## config.mk

```make
export PLATFORM = sky130hd
export DESIGN_NAME = adcc_ctrl
export DESIGN_NICKNAME = d
export VERILOG_FILES = /design/src/verilog/adcc_pkg.sv /design/src/verilog/adcc_ctrl.sv
export SDC_FILE = /design/constraint.sdc
export NUM_CORES = 2
export LEC_CHECK = 0
export ABC_CLOCK_PERIOD_IN_PS = 29300
export BUFFER_PORTS_ARGS = -buffer_cell sky130_fd_sc_hd__buf_4
export CAP_MARGIN = 40
export CORE_AREA = 2 2 307 309
export CTS_CLUSTER_SIZE = 25
export DETAILED_ROUTE_END_ITERATION = 8
export DIE_AREA = 0 0 309 311
export GPL_TIMING_DRIVEN = 0
export PLACE_DENSITY = 0.75
export SKIP_LAST_GASP = 1
export SLEW_MARGIN = 10
export SYNTH_ARGS = -nofsm -noshare
export SYNTH_HDL_FRONTEND = slang
export SYNTH_HIERARCHICAL = 1
export SYNTH_SLANG_ARGS = --single-unit
export TNS_END_PERCENT = 20
```

## constraint.sdc

```tcl
create_clock -name clk -period 29.3 [get_ports clk]
set_input_delay 7.325 -clock clk [delete_from_list [all_inputs] [get_ports clk]]
set_output_delay 7.325 -clock clk [all_outputs]
set_load 0.01 [all_outputs]
```

## src/verilog/adcc_pkg.sv

```systemverilog
// Constants, register map and types of the converter control block
package adcc_pkg;
  // ************************************************************
  // Register offsets
  // ************************************************************
  localparam logic [11:0] OFS_STATUS = 12'h400;
  localparam logic [11:0] OFS_CH_CFG0 = 12'h518;
  localparam logic [11:0] OFS_CH_LIM0 = 12'h51c;
  localparam logic [11:0] OFS_RES = 12'h5f0;
  localparam logic [11:0] OFS_OS = 12'h5f4;
  localparam logic [11:0] OFS_RATE = 12'h5f8;
  localparam logic [11:0] OFS_PTR = 12'h62c;
  localparam logic [11:0] OFS_WLIMIT = 12'h630;
  localparam logic [11:0] OFS_AMOUNT = 12'h634;
  localparam logic [11:0] OFS_ACT_CH = 12'h640;
  localparam logic [11:0] CH_STRIDE = 12'h010;
  localparam int NUM_CH = 8;
  // ************************************************************
  // Field positions and reset values
  // ************************************************************
  localparam int CFG_POS_LADDER_SEL_LSB = 0;
  localparam int CFG_NEG_LADDER_SEL_LSB = 4;
  localparam int CFG_GAIN_LSB = 8;
  localparam int CFG_REF_BIT = 12;
  localparam int CFG_ACQUIRE_TIME_LSB = 16;
  localparam int CFG_MODE_BIT = 20;
  localparam int CFG_BURST_BIT = 24;
  localparam int RATE_MODE_BIT = 16;
  localparam int CC_W = 11;
  localparam int CNT_W = 16;
  localparam int SAMP_W = 14;
  localparam int ACC_W = 22;
  localparam int DATA_W = 16;
  localparam int FIFO_DEPTH = 8;
  localparam logic [31:0] CFG_RST = 32'h00020000;
  localparam logic [31:0] LIM_RST = 32'h7fff8000;
  localparam logic [1:0] RES_RST = 2'h1;
  localparam logic [3:0] OS_MAX = 4'h8;
  // ************************************************************
  // Timing
  // ************************************************************
  localparam int CLK_MHZ = 100;
  localparam int TIMER_MHZ = 16;
  localparam int ACQ_US_0 = 3;
  localparam int ACQ_US_1 = 5;
  localparam int ACQ_US_2 = 10;
  localparam int ACQ_US_3 = 15;
  localparam int ACQ_US_4 = 20;
  localparam int ACQ_US_5 = 40;
  localparam int ACQ_W = 13;
  // ************************************************************
  // Types
  // ************************************************************
  typedef enum logic [1:0] {
    LAD_BYPASS = 2'h0,
    LAD_PULLDOWN = 2'h1,
    LAD_PULLUP = 2'h2,
    LAD_HALF_SUPPLY = 2'h3
  } adcc_ladder_t;
  typedef enum logic [1:0] {
    ST_IDLE = 2'h0,
    ST_ACQ = 2'h1,
    ST_CONV = 2'h2,
    ST_PUSH = 2'h3
  } adcc_state_t;
endpackage : adcc_pkg

```

## src/verilog/adcc_ctrl.sv

```systemverilog
// Converter control, register file, averaging and result transfer
`timescale 1ns/100ps

// ************************************************************
// Result FIFO
// ************************************************************
module adcc_fifo #(
  parameter int WIDTH = 16,
  parameter int DEPTH = 8
) (
  input wire logic clk,
  input wire logic rst_n,
  input wire logic in_valid,
  output logic in_ready,
  input wire logic [WIDTH-1:0] in_data,
  output logic out_valid,
  input wire logic out_ready,
  output logic [WIDTH-1:0] out_data
);
  localparam int AW = $clog2(DEPTH);
  logic [WIDTH-1:0] mem [DEPTH];
  logic [AW-1:0] wp;
  logic [AW-1:0] rp;
  logic [AW:0] cnt;
  wire push = in_valid && in_ready;
  wire pop = out_valid && out_ready;
  assign in_ready = cnt != (AW+1)'(DEPTH);
  assign out_valid = cnt != '0;
  assign out_data = mem[rp];
  always_ff @(posedge clk) begin
    if (push) begin
      mem[wp] <= in_data;
    end
  end
  always_ff @(posedge clk or negedge rst_n) begin
    if (!rst_n) begin
      wp <= '0;
      rp <= '0;
      cnt <= '0;
    end else begin
      wp <= push ? wp + 1'b1 : wp;
      rp <= pop ? rp + 1'b1 : rp;
      cnt <= cnt + (AW+1)'(push) - (AW+1)'(pop);
    end
  end
endmodule : adcc_fifo

module adcc_ctrl
  import adcc_pkg::*;
(
  input wire logic clk,
  input wire logic rst_b,
  input wire logic [11:0] reg_addr,
  input wire logic [31:0] reg_wdata,
  input wire logic reg_wr,
  input wire logic reg_rd,
  output logic [31:0] reg_rdata,
  input wire logic start_task,
  input wire logic sample_task,
  input wire logic stop_task,
  output logic afe_track,
  output logic afe_start,
  input wire logic conv_done,
  input wire logic [SAMP_W-1:0] conv_data,
  output logic [1:0] pos_ladder_sel,
  output logic [1:0] neg_ladder_sel,
  output logic [2:0] afe_gain,
  output logic reference_choice,
  output logic neg_to_ground,
  output logic dma_req,
  output logic [31:0] dma_addr,
  output logic [DATA_W-1:0] dma_data,
  input wire logic dma_ack,
  output logic end_event,
  output logic stopped_event,
  output logic limit_high_event,
  output logic limit_low_event,
  output logic status_busy
);
  // ************************************************************
  // Reset release
  // ************************************************************
  logic rst_meta;
  logic rst_n;
  always_ff @(posedge clk or negedge rst_b) begin
    if (!rst_b) begin
      rst_meta <= 1'b0;
      rst_n <= 1'b0;
    end else begin
      rst_meta <= 1'b1;
      rst_n <= rst_meta;
    end
  end

  // ************************************************************
  // Helpers
  // ************************************************************
  function automatic logic [ACQ_W-1:0] acq_cycles(input logic [2:0] code);
    case (code)
      3'h0: acq_cycles = ACQ_W'(ACQ_US_0 * CLK_MHZ);
      3'h1: acq_cycles = ACQ_W'(ACQ_US_1 * CLK_MHZ);
      3'h2: acq_cycles = ACQ_W'(ACQ_US_2 * CLK_MHZ);
      3'h3: acq_cycles = ACQ_W'(ACQ_US_3 * CLK_MHZ);
      3'h4: acq_cycles = ACQ_W'(ACQ_US_4 * CLK_MHZ);
      default: acq_cycles = ACQ_W'(ACQ_US_5 * CLK_MHZ);
    endcase
  endfunction : acq_cycles

  // Drops the low bits that the chosen resolution does not keep
  function automatic logic [SAMP_W-1:0] res_trim(input logic [1:0] res,
      input logic [SAMP_W-1:0] raw);
    res_trim = raw >> (4'(3 - res) << 1);
  endfunction : res_trim

  // ************************************************************
  // Registers
  // ************************************************************
  logic [31:0] ch_cfg [NUM_CH];
  logic [31:0] ch_lim [NUM_CH];
  logic [1:0] resolution;
  logic [3:0] os_code;
  logic rate_mode;
  logic [CC_W-1:0] rate_divisor;
  logic [31:0] buffer_pointer;
  logic [CNT_W-1:0] word_limit;
  logic [CNT_W-1:0] word_count;
  logic [2:0] act_ch;
  adcc_state_t state;

  wire [11:0] ch_rel = reg_addr - OFS_CH_CFG0;
  wire [2:0] ch_idx = ch_rel[6:4];
  wire ch_hit = (reg_addr >= OFS_CH_CFG0) && (ch_rel[11:7] == '0);
  wire cfg_hit = ch_hit && (ch_rel[3:0] == 4'h0);
  wire lim_hit = ch_hit && (ch_rel[3:0] == 4'h4);
  wire [31:0] cur_cfg = ch_cfg[act_ch];
  wire [31:0] cur_lim = ch_lim[act_ch];
  wire [3:0] os_eff = (os_code > OS_MAX) ? OS_MAX : os_code;

  always_ff @(posedge clk or negedge rst_n) begin
    if (!rst_n) begin
      for (int i = 0; i < NUM_CH; i++) begin
        ch_cfg[i] <= CFG_RST;
        ch_lim[i] <= LIM_RST;
      end
      resolution <= RES_RST;
      os_code <= '0;
      rate_mode <= 1'b0;
      rate_divisor <= '0;
      buffer_pointer <= '0;
      word_limit <= '0;
      act_ch <= '0;
    end else if (reg_wr) begin
      if (cfg_hit) begin
        ch_cfg[ch_idx] <= reg_wdata;
      end
      if (lim_hit) begin
        ch_lim[ch_idx] <= reg_wdata;
      end
      case (reg_addr)
        OFS_RES: resolution <= reg_wdata[1:0];
        OFS_OS: os_code <= reg_wdata[3:0];
        OFS_RATE: begin
          rate_divisor <= reg_wdata[CC_W-1:0];
          rate_mode <= reg_wdata[RATE_MODE_BIT];
        end
        OFS_PTR: buffer_pointer <= reg_wdata;
        OFS_WLIMIT: word_limit <= reg_wdata[CNT_W-1:0];
        OFS_ACT_CH: act_ch <= reg_wdata[2:0];
        default: ;
      endcase
    end
  end

  // ************************************************************
  // Read path
  // ************************************************************
  logic [31:0] rd_mux;
  always_comb begin
    rd_mux = '0;
    if (cfg_hit) begin
      rd_mux = ch_cfg[ch_idx];
    end else if (lim_hit) begin
      rd_mux = ch_lim[ch_idx];
    end else begin
      case (reg_addr)
        OFS_STATUS: rd_mux = {31'h0, state != ST_IDLE};
        OFS_RES: rd_mux = {30'h0, resolution};
        OFS_OS: rd_mux = {28'h0, os_code};
        OFS_RATE: rd_mux = {15'h0, rate_mode, 5'h0, rate_divisor};
        OFS_PTR: rd_mux = buffer_pointer;
        OFS_WLIMIT: rd_mux = {16'h0, word_limit};
        OFS_AMOUNT: rd_mux = {16'h0, word_count};
        OFS_ACT_CH: rd_mux = {29'h0, act_ch};
        default: rd_mux = '0;
      endcase
    end
  end
  always_ff @(posedge clk or negedge rst_n) begin
    if (!rst_n) begin
      reg_rdata <= '0;
    end else begin
      reg_rdata <= reg_rd ? rd_mux : '0;
    end
  end

  // ************************************************************
  // Sample rate timer
  // ************************************************************
  // Rounded down: the timer never runs slower than asked
  wire [17:0] rate_reload =
    18'((32'(rate_divisor) * CLK_MHZ) / TIMER_MHZ);
  logic [17:0] rate_cnt;
  logic running;
  wire rate_tick = rate_mode && running && (rate_cnt == 18'h1);
  always_ff @(posedge clk or negedge rst_n) begin
    if (!rst_n) begin
      rate_cnt <= '0;
    end else if (!rate_mode || !running || rate_cnt <= 18'h1) begin
      rate_cnt <= rate_reload;
    end else begin
      rate_cnt <= rate_cnt - 18'h1;
    end
  end
  wire trigger = running && (rate_mode ? rate_tick : sample_task);

  // ************************************************************
  // Conversion sequencer with averaging
  // ************************************************************
  logic [ACQ_W-1:0] acq_cnt;
  logic [8:0] samp_cnt;
  logic [ACC_W-1:0] acc;
  wire [8:0] samp_goal = 9'h1 << os_eff;
  wire burst = cur_cfg[CFG_BURST_BIT];
  wire [ACC_W-1:0] avg = acc >> os_eff;
  wire [DATA_W-1:0] result = DATA_W'(avg);
  wire fifo_in_ready;
  wire [ACC_W-1:0] next_acc =
    acc + ACC_W'(res_trim(resolution, conv_data));
  adcc_state_t next_state;

  always_comb begin
    next_state = state;
    case (state)
      ST_IDLE: next_state = trigger ? ST_ACQ : ST_IDLE;
      ST_ACQ: next_state = (acq_cnt == ACQ_W'(1)) ? ST_CONV : ST_ACQ;
      ST_CONV: begin
        if (conv_done) begin
          if (samp_cnt + 9'h1 == samp_goal) begin
            next_state = ST_PUSH;
          end else begin
            next_state = burst ? ST_ACQ : ST_IDLE;
          end
        end
      end
      ST_PUSH: next_state = fifo_in_ready ? ST_IDLE : ST_PUSH;
      default: next_state = ST_IDLE;
    endcase
    if (stop_task) begin
      next_state = ST_IDLE;
    end
  end

  always_ff @(posedge clk or negedge rst_n) begin
    if (!rst_n) begin
      state <= ST_IDLE;
      acq_cnt <= '0;
      samp_cnt <= '0;
      acc <= '0;
    end else begin
      state <= next_state;
      if (next_state == ST_ACQ && state != ST_ACQ) begin
        acq_cnt <= acq_cycles(cur_cfg[CFG_ACQUIRE_TIME_LSB +: 3]);
      end else if (acq_cnt != '0) begin
        acq_cnt <= acq_cnt - ACQ_W'(1);
      end
      if (stop_task || (state == ST_PUSH && fifo_in_ready)) begin
        samp_cnt <= '0;
        acc <= '0;
      end else if (state == ST_CONV && conv_done) begin
        samp_cnt <= samp_cnt + 9'h1;
        acc <= next_acc;
      end
    end
  end

  // ************************************************************
  // Front end drive and limit compare
  // ************************************************************
  wire [15:0] lim_low = cur_lim[15:0];
  wire [15:0] lim_high = cur_lim[31:16];
  wire push_now = state == ST_PUSH && fifo_in_ready;
  always_ff @(posedge clk or negedge rst_n) begin
    if (!rst_n) begin
      afe_track <= 1'b0;
      afe_start <= 1'b0;
      pos_ladder_sel <= LAD_BYPASS;
      neg_ladder_sel <= LAD_BYPASS;
      afe_gain <= '0;
      reference_choice <= 1'b0;
      neg_to_ground <= 1'b1;
      status_busy <= 1'b0;
      limit_high_event <= 1'b0;
      limit_low_event <= 1'b0;
    end else begin
      afe_track <= next_state == ST_ACQ;
      afe_start <= state == ST_ACQ && next_state == ST_CONV;
      pos_ladder_sel <= cur_cfg[CFG_POS_LADDER_SEL_LSB +: 2];
      neg_ladder_sel <= cur_cfg[CFG_NEG_LADDER_SEL_LSB +: 2];
      afe_gain <= cur_cfg[CFG_GAIN_LSB +: 3];
      reference_choice <= cur_cfg[CFG_REF_BIT];
      neg_to_ground <= !cur_cfg[CFG_MODE_BIT];
      status_busy <= next_state != ST_IDLE;
      limit_high_event <= push_now && $signed(result) > $signed(lim_high);
      limit_low_event <= push_now && $signed(result) < $signed(lim_low);
    end
  end

  // ************************************************************
  // Result FIFO and transfer to memory
  // ************************************************************
  wire fifo_out_valid;
  wire [DATA_W-1:0] fifo_out_data;
  wire at_limit = word_count >= word_limit;
  // A start or stop owns the transfer logic that cycle, so no word is popped
  wire fifo_pop = fifo_out_valid && !dma_req && running && !at_limit &&
    !start_task && !stop_task;
  adcc_fifo #(.WIDTH(DATA_W), .DEPTH(FIFO_DEPTH)) u_fifo (
    .clk(clk),
    .rst_n(rst_n),
    .in_valid(state == ST_PUSH),
    .in_ready(fifo_in_ready),
    .in_data(result),
    .out_valid(fifo_out_valid),
    .out_ready(fifo_pop),
    .out_data(fifo_out_data)
  );

  // Words are 16 bits, so the address steps by two bytes
  always_ff @(posedge clk or negedge rst_n) begin
    if (!rst_n) begin
      running <= 1'b0;
      dma_req <= 1'b0;
      dma_addr <= '0;
      dma_data <= '0;
      word_count <= '0;
      end_event <= 1'b0;
      stopped_event <= 1'b0;
    end else begin
      end_event <= 1'b0;
      stopped_event <= stop_task && running;
      if (start_task) begin
        running <= 1'b1;
        word_count <= '0;
      end else if (stop_task) begin
        running <= 1'b0;
        dma_req <= 1'b0;
      end else if (dma_req && dma_ack) begin
        dma_req <= 1'b0;
        word_count <= word_count + CNT_W'(1);
        if (word_count + CNT_W'(1) == word_limit) begin
          running <= 1'b0;
          end_event <= 1'b1;
        end
      end else if (fifo_pop) begin
        dma_req <= 1'b1;
        dma_data <= fifo_out_data;
        dma_addr <= buffer_pointer + {15'h0, word_count, 1'b0};
      end
    end
  end

  // ************************************************************
  // Checks
  // ************************************************************
  logic [ACQ_W-1:0] trk_len;
  logic [ACQ_W-1:0] acq_goal;
  always_ff @(posedge clk or negedge rst_n) begin
    if (!rst_n) begin
      trk_len <= '0;
      acq_goal <= '0;
    end else begin
      trk_len <= afe_track ? trk_len + ACQ_W'(1) : '0;
      acq_goal <= acq_cycles(cur_cfg[CFG_ACQUIRE_TIME_LSB +: 3]);
    end
  end
endmodule : adcc_ctrl

```

==> run_results.csv <==
group,metric,value,unit
yosys,synth-adder-area-share,3.89,%
route,routed_wl,145,mm
yosys,ys_seq_area_share,50.5,%
place,dp_hpwl,104,mm
clock_network,post_cts_buffers,0,
route,wl_per_cell,27.1,µm
critical_path,cp.arrival,11310,ps
yosys,syn_area,46100,µm²
timing,fmax,92.7,MHz
yosys,synth_top_family_by_area,"multiplexers",
critical_path,cp-end-kind,"flip-flop",
timing,rsz0062_at_grt,"no",
yosys,yosysWarnings,6,
global_route,grt_max_degree,66,
place,io_buffer_count,152,
floorplanning,fp.dieW,309,µm
yosys,synthTopCellsByArea,"dfrtp_1, mux2_2, edfxtp_1, dfstp_2, mux4_2",
floorplanning,dieArea,96100,µm²
timing,hold_viol_final,0,
clock_network,clk_path_buf_depth,3,
status,status,"finished clean",
yosys,synth_edf_count,128,
yosys,yosys.area.top_type_share,34.3,%
timing,worst_slew_pin_slew,1100,ps
critical_path,crit_chain,"buf_4, clkbuf_2, a21oi_1, xnor2_1, nand3_1, clkbuf_1, clkbuf_1, o22ai_1, nor2_1, nand3_1, a31oi_1",
yosys,yosysTopAreaCell,"dfrtp_1",
floorplanning,pin_count,164,
global_route,gr-total-overflow,0,
critical_path,critPathLaunchType,"input pin",
yosys,syn-instance-count,3702,
timing,clock_skew,40.1,ps
yosys,ys_seq_elements,899,
floorplanning,start_util,49.7,%
route,drc_errors,0,
power,leakagePower,23.8,nW
yosys,synth_xor_area_share,2.41,%
timing,min_period,10790,ps
critical_path,max_stage_delay,710,ps
yosys,async_flop_share,85.8,%
finish,drive_gt1_share,33.5,%
critical_path,rr_worst_depth,14,
critical_path,rrSetupSlack,24180,ps
clock_network,cts-resized-gates,0,
global_route,antenna_found_initial,12,
clock_network,holdBufCountCts,0,
clock_network,cts_sinks,899,
flow_run,drv_cap,0,
timing,period_share,36.8,%
timing,finalMaxSlewViolations,0,
worst_hold_path,hp-class,"reg -> reg",
route,drt-pass1-iter-count,6,
yosys,muxShareOfSynthArea,24.3,%
route,viasPerCell,6.38,
yosys,synth-compound-area-share,8.12,%
clock_network,cts_tree,"built",
floorplanning,core,92800,µm²
global_route,grt_first_pass_wirelength,216,mm
route,vias,34200,
critical_path,critPathKind,"in -> reg",
floorplanning,die_y,311,µm
yosys,synthSimpleGateAreaFrac,7.49,%
timing,fin_tns_setup,0,ps
route,drtIter0Drc,3855,
critical_path,crit_slowest_cell,"clkbuf_1",
finish,fillers,7477,
critical_path,cp.required,29810,ps
power,vdd_drop_max,0.0000444,V
timing,setup_violations,0,
yosys,syn_nets,3907,
critical_path,cp_max_fo,10,
clock_network,cts_buffers,94,
global_route,grt_usage,30.0,%
clock_network,htree_levels,3,
finish,final_net_count,4227,
finish,final_core_util,57.4,%
clock_network,clk_pin_slew,60,ps
timing,maxSlewHeadroom,26.9,%
yosys,synth_cell_type_count,87,
global_route,grt_pass1_vias,34300,
place,gp_congestion,0.963,
clock_network,cts-root-buf,"clkbuf_16",
worst_hold_path,hold_depth,0,
route,ant_nets,0,
yosys,synthFlopType,"dfrtp_1",
clock_network,clock_latency,700,ps
floorplanning,rows,112,
finish,syn_to_final_growth,15.5,%
yosys,avgSynthCellArea,12.5,µm²
power,power_density,54.5,nW/µm²
-- worst paths after layout --
| kind | startpoint | endpoint |
|---|---|---|
| min in group asynchronous | rst_n | reference_choice |
| max reg2reg | act_ch[1] | limit_high_event |
| max | reg_addr[3] | reg_rdata[1] |
| min | rst_meta | rst_n |
| max in group asynchronous | rst_b | rst_n |
| min reg2reg | rst_meta | rst_n |
-- cells in the mapped netlist, drive strengths merged (17+ instances only) --
| cell type | number |
|---|---|
| a21o | 17 |
| a21oi | 105 |
| a222oi | 18 |
| a31oi | 32 |
| buf | 104 |
| clkbuf | 165 |
| dfrtp | 633 |
| dfstp | 138 |
| edfxtp | 128 |
| ha | 129 |
| inv | 81 |
| mux2 | 649 |
| mux2i | 98 |
| mux4 | 125 |
| nand2 | 161 |
| nand2b | 29 |
| nand3 | 109 |
| nor2 | 257 |
| nor2b | 20 |
| nor3 | 46 |
| o21ai | 63 |
| o22ai | 251 |
| or3 | 26 |
| xnor2 | 78 |
| xor2 | 49 |
-- logic make-up (layout without fill, tap and decap cells) --
kind of cell	Yosys count	in the layout
adder cells (fa/ha/maj)	138	138
flip-flops	899	899
buffers and inverters	350	751
other	1	10
XOR/XNOR	127	127
multiplexers	872	872
AND/OR/NAND/NOR	733	733
AO/OA/AOI/OAI	582	582
-- sequential cells by signal, summed over array words and instances, names as in the netlist, 4 cells and up --
signal / count
rate_divisor: 11
acq_cnt: 13
ch_lim: 256
u_fifo/mem: 128
word_count: 16
os_code: 4
word_limit: 16
ch_cfg: 256
reg_rdata: 32
acc: 22
dma_data: 16
samp_cnt: 9
rate_cnt: 18
buffer_pointer: 32
u_fifo/cnt: 4
dma_addr: 32
-- critical path: cells and delay by family --
kind / cells / cell delay (ps)
compound gates: 3 / 1310
simple gates: 3 / 570
buf+inv: 4 / 1690
xor+xnor: 1 / 380
-- cell type report --
| class | instances | area [µm²] | share of cell area (%) |
|---|---|---|---|
| timing repair buffer | 224 | 2140 | 4.02 |
| multi-input combinational | 2453 | 21300 | 40.1 |
| inverter | 81 | 304 | 0.571 |
| sequential | 899 | 23300 | 43.7 |
| clock inverter | 45 | 607 | 1.14 |
| antenna | 9 | 22.5 | 0.0423 |
| buffer | 269 | 1210 | 2.26 |
| clock buffer | 132 | 2780 | 5.21 |
| tap | 1254 | 1570 | 2.94 |
-- power breakdown --
group / leakage (nW) / internal, W / switching (W) / total, W
Clock: 1.65 / 0.000757 / 0.000538 / 0.00129
Combinational: 10.8 / 0.000122 / 0.000178 / 0.000300
Sequential: 11.3 / 0.00129 / 0.0000191 / 0.00131
-- per-stage QoR --
step / setup WS, ps / power [W] / area, µm² / hold slack (ps) / cells
floorplan: 6460 / 0.00150 / 46100 / 331 / 3702
global placement: -2470 / 0.00160 / 48900 / 338 / 5108
detailed placement: 17990 / 0.00162 / 49900 / 346 / 5178
CTS: 18690 / 0.00290 / 53200 / 360 / 5355
global route: 18530 / 0.00299 / 53300 / 367 / 5357
finish: 18510 / 0.00290 / 53300 / 353 / 5366
-- per-layer routing --
metal | vias up | global-route usage (%) | wire length, µm
met5 | - | 0.253 | 101
met4 | 14 | 15.0 | 8340
met3 | 495 | 8.92 | 16000
met2 | 1932 | 45.9 | 65500
met1 | 17300 | 38.8 | 55600
li1 | 14500 | - | -
-- cell usage in the layout (no fill, tap or decap), types with 15 or more instances in the layout --
master     count
mux4_1        28
dfrtp_1      632
nor3_1        43
clkbuf_1     169
mux2_1        18
mux2_2       631
nor2b_1       20
buf_6         38
buf_2         61
mux4_2        97
a21oi_1      105
nand2_1      161
buf_4        178
dfstp_2      138
edfxtp_1     128
a31oi_1       32
ha_1         129
xnor2_1       78
nand3_1      109
inv_1         81
nand2b_1      29
nor2_1       250
clkbuf_16     96
mux2i_1       98
xor2_1        49
buf_1         25
a222oi_1      18
clkbuf_8      23
a21o_1        17
and3_1        15
or3_1         26
o21ai_0       52
nand4_1       15
o22ai_1      251
Note: power is estimated with default switching activity, not from simulation.
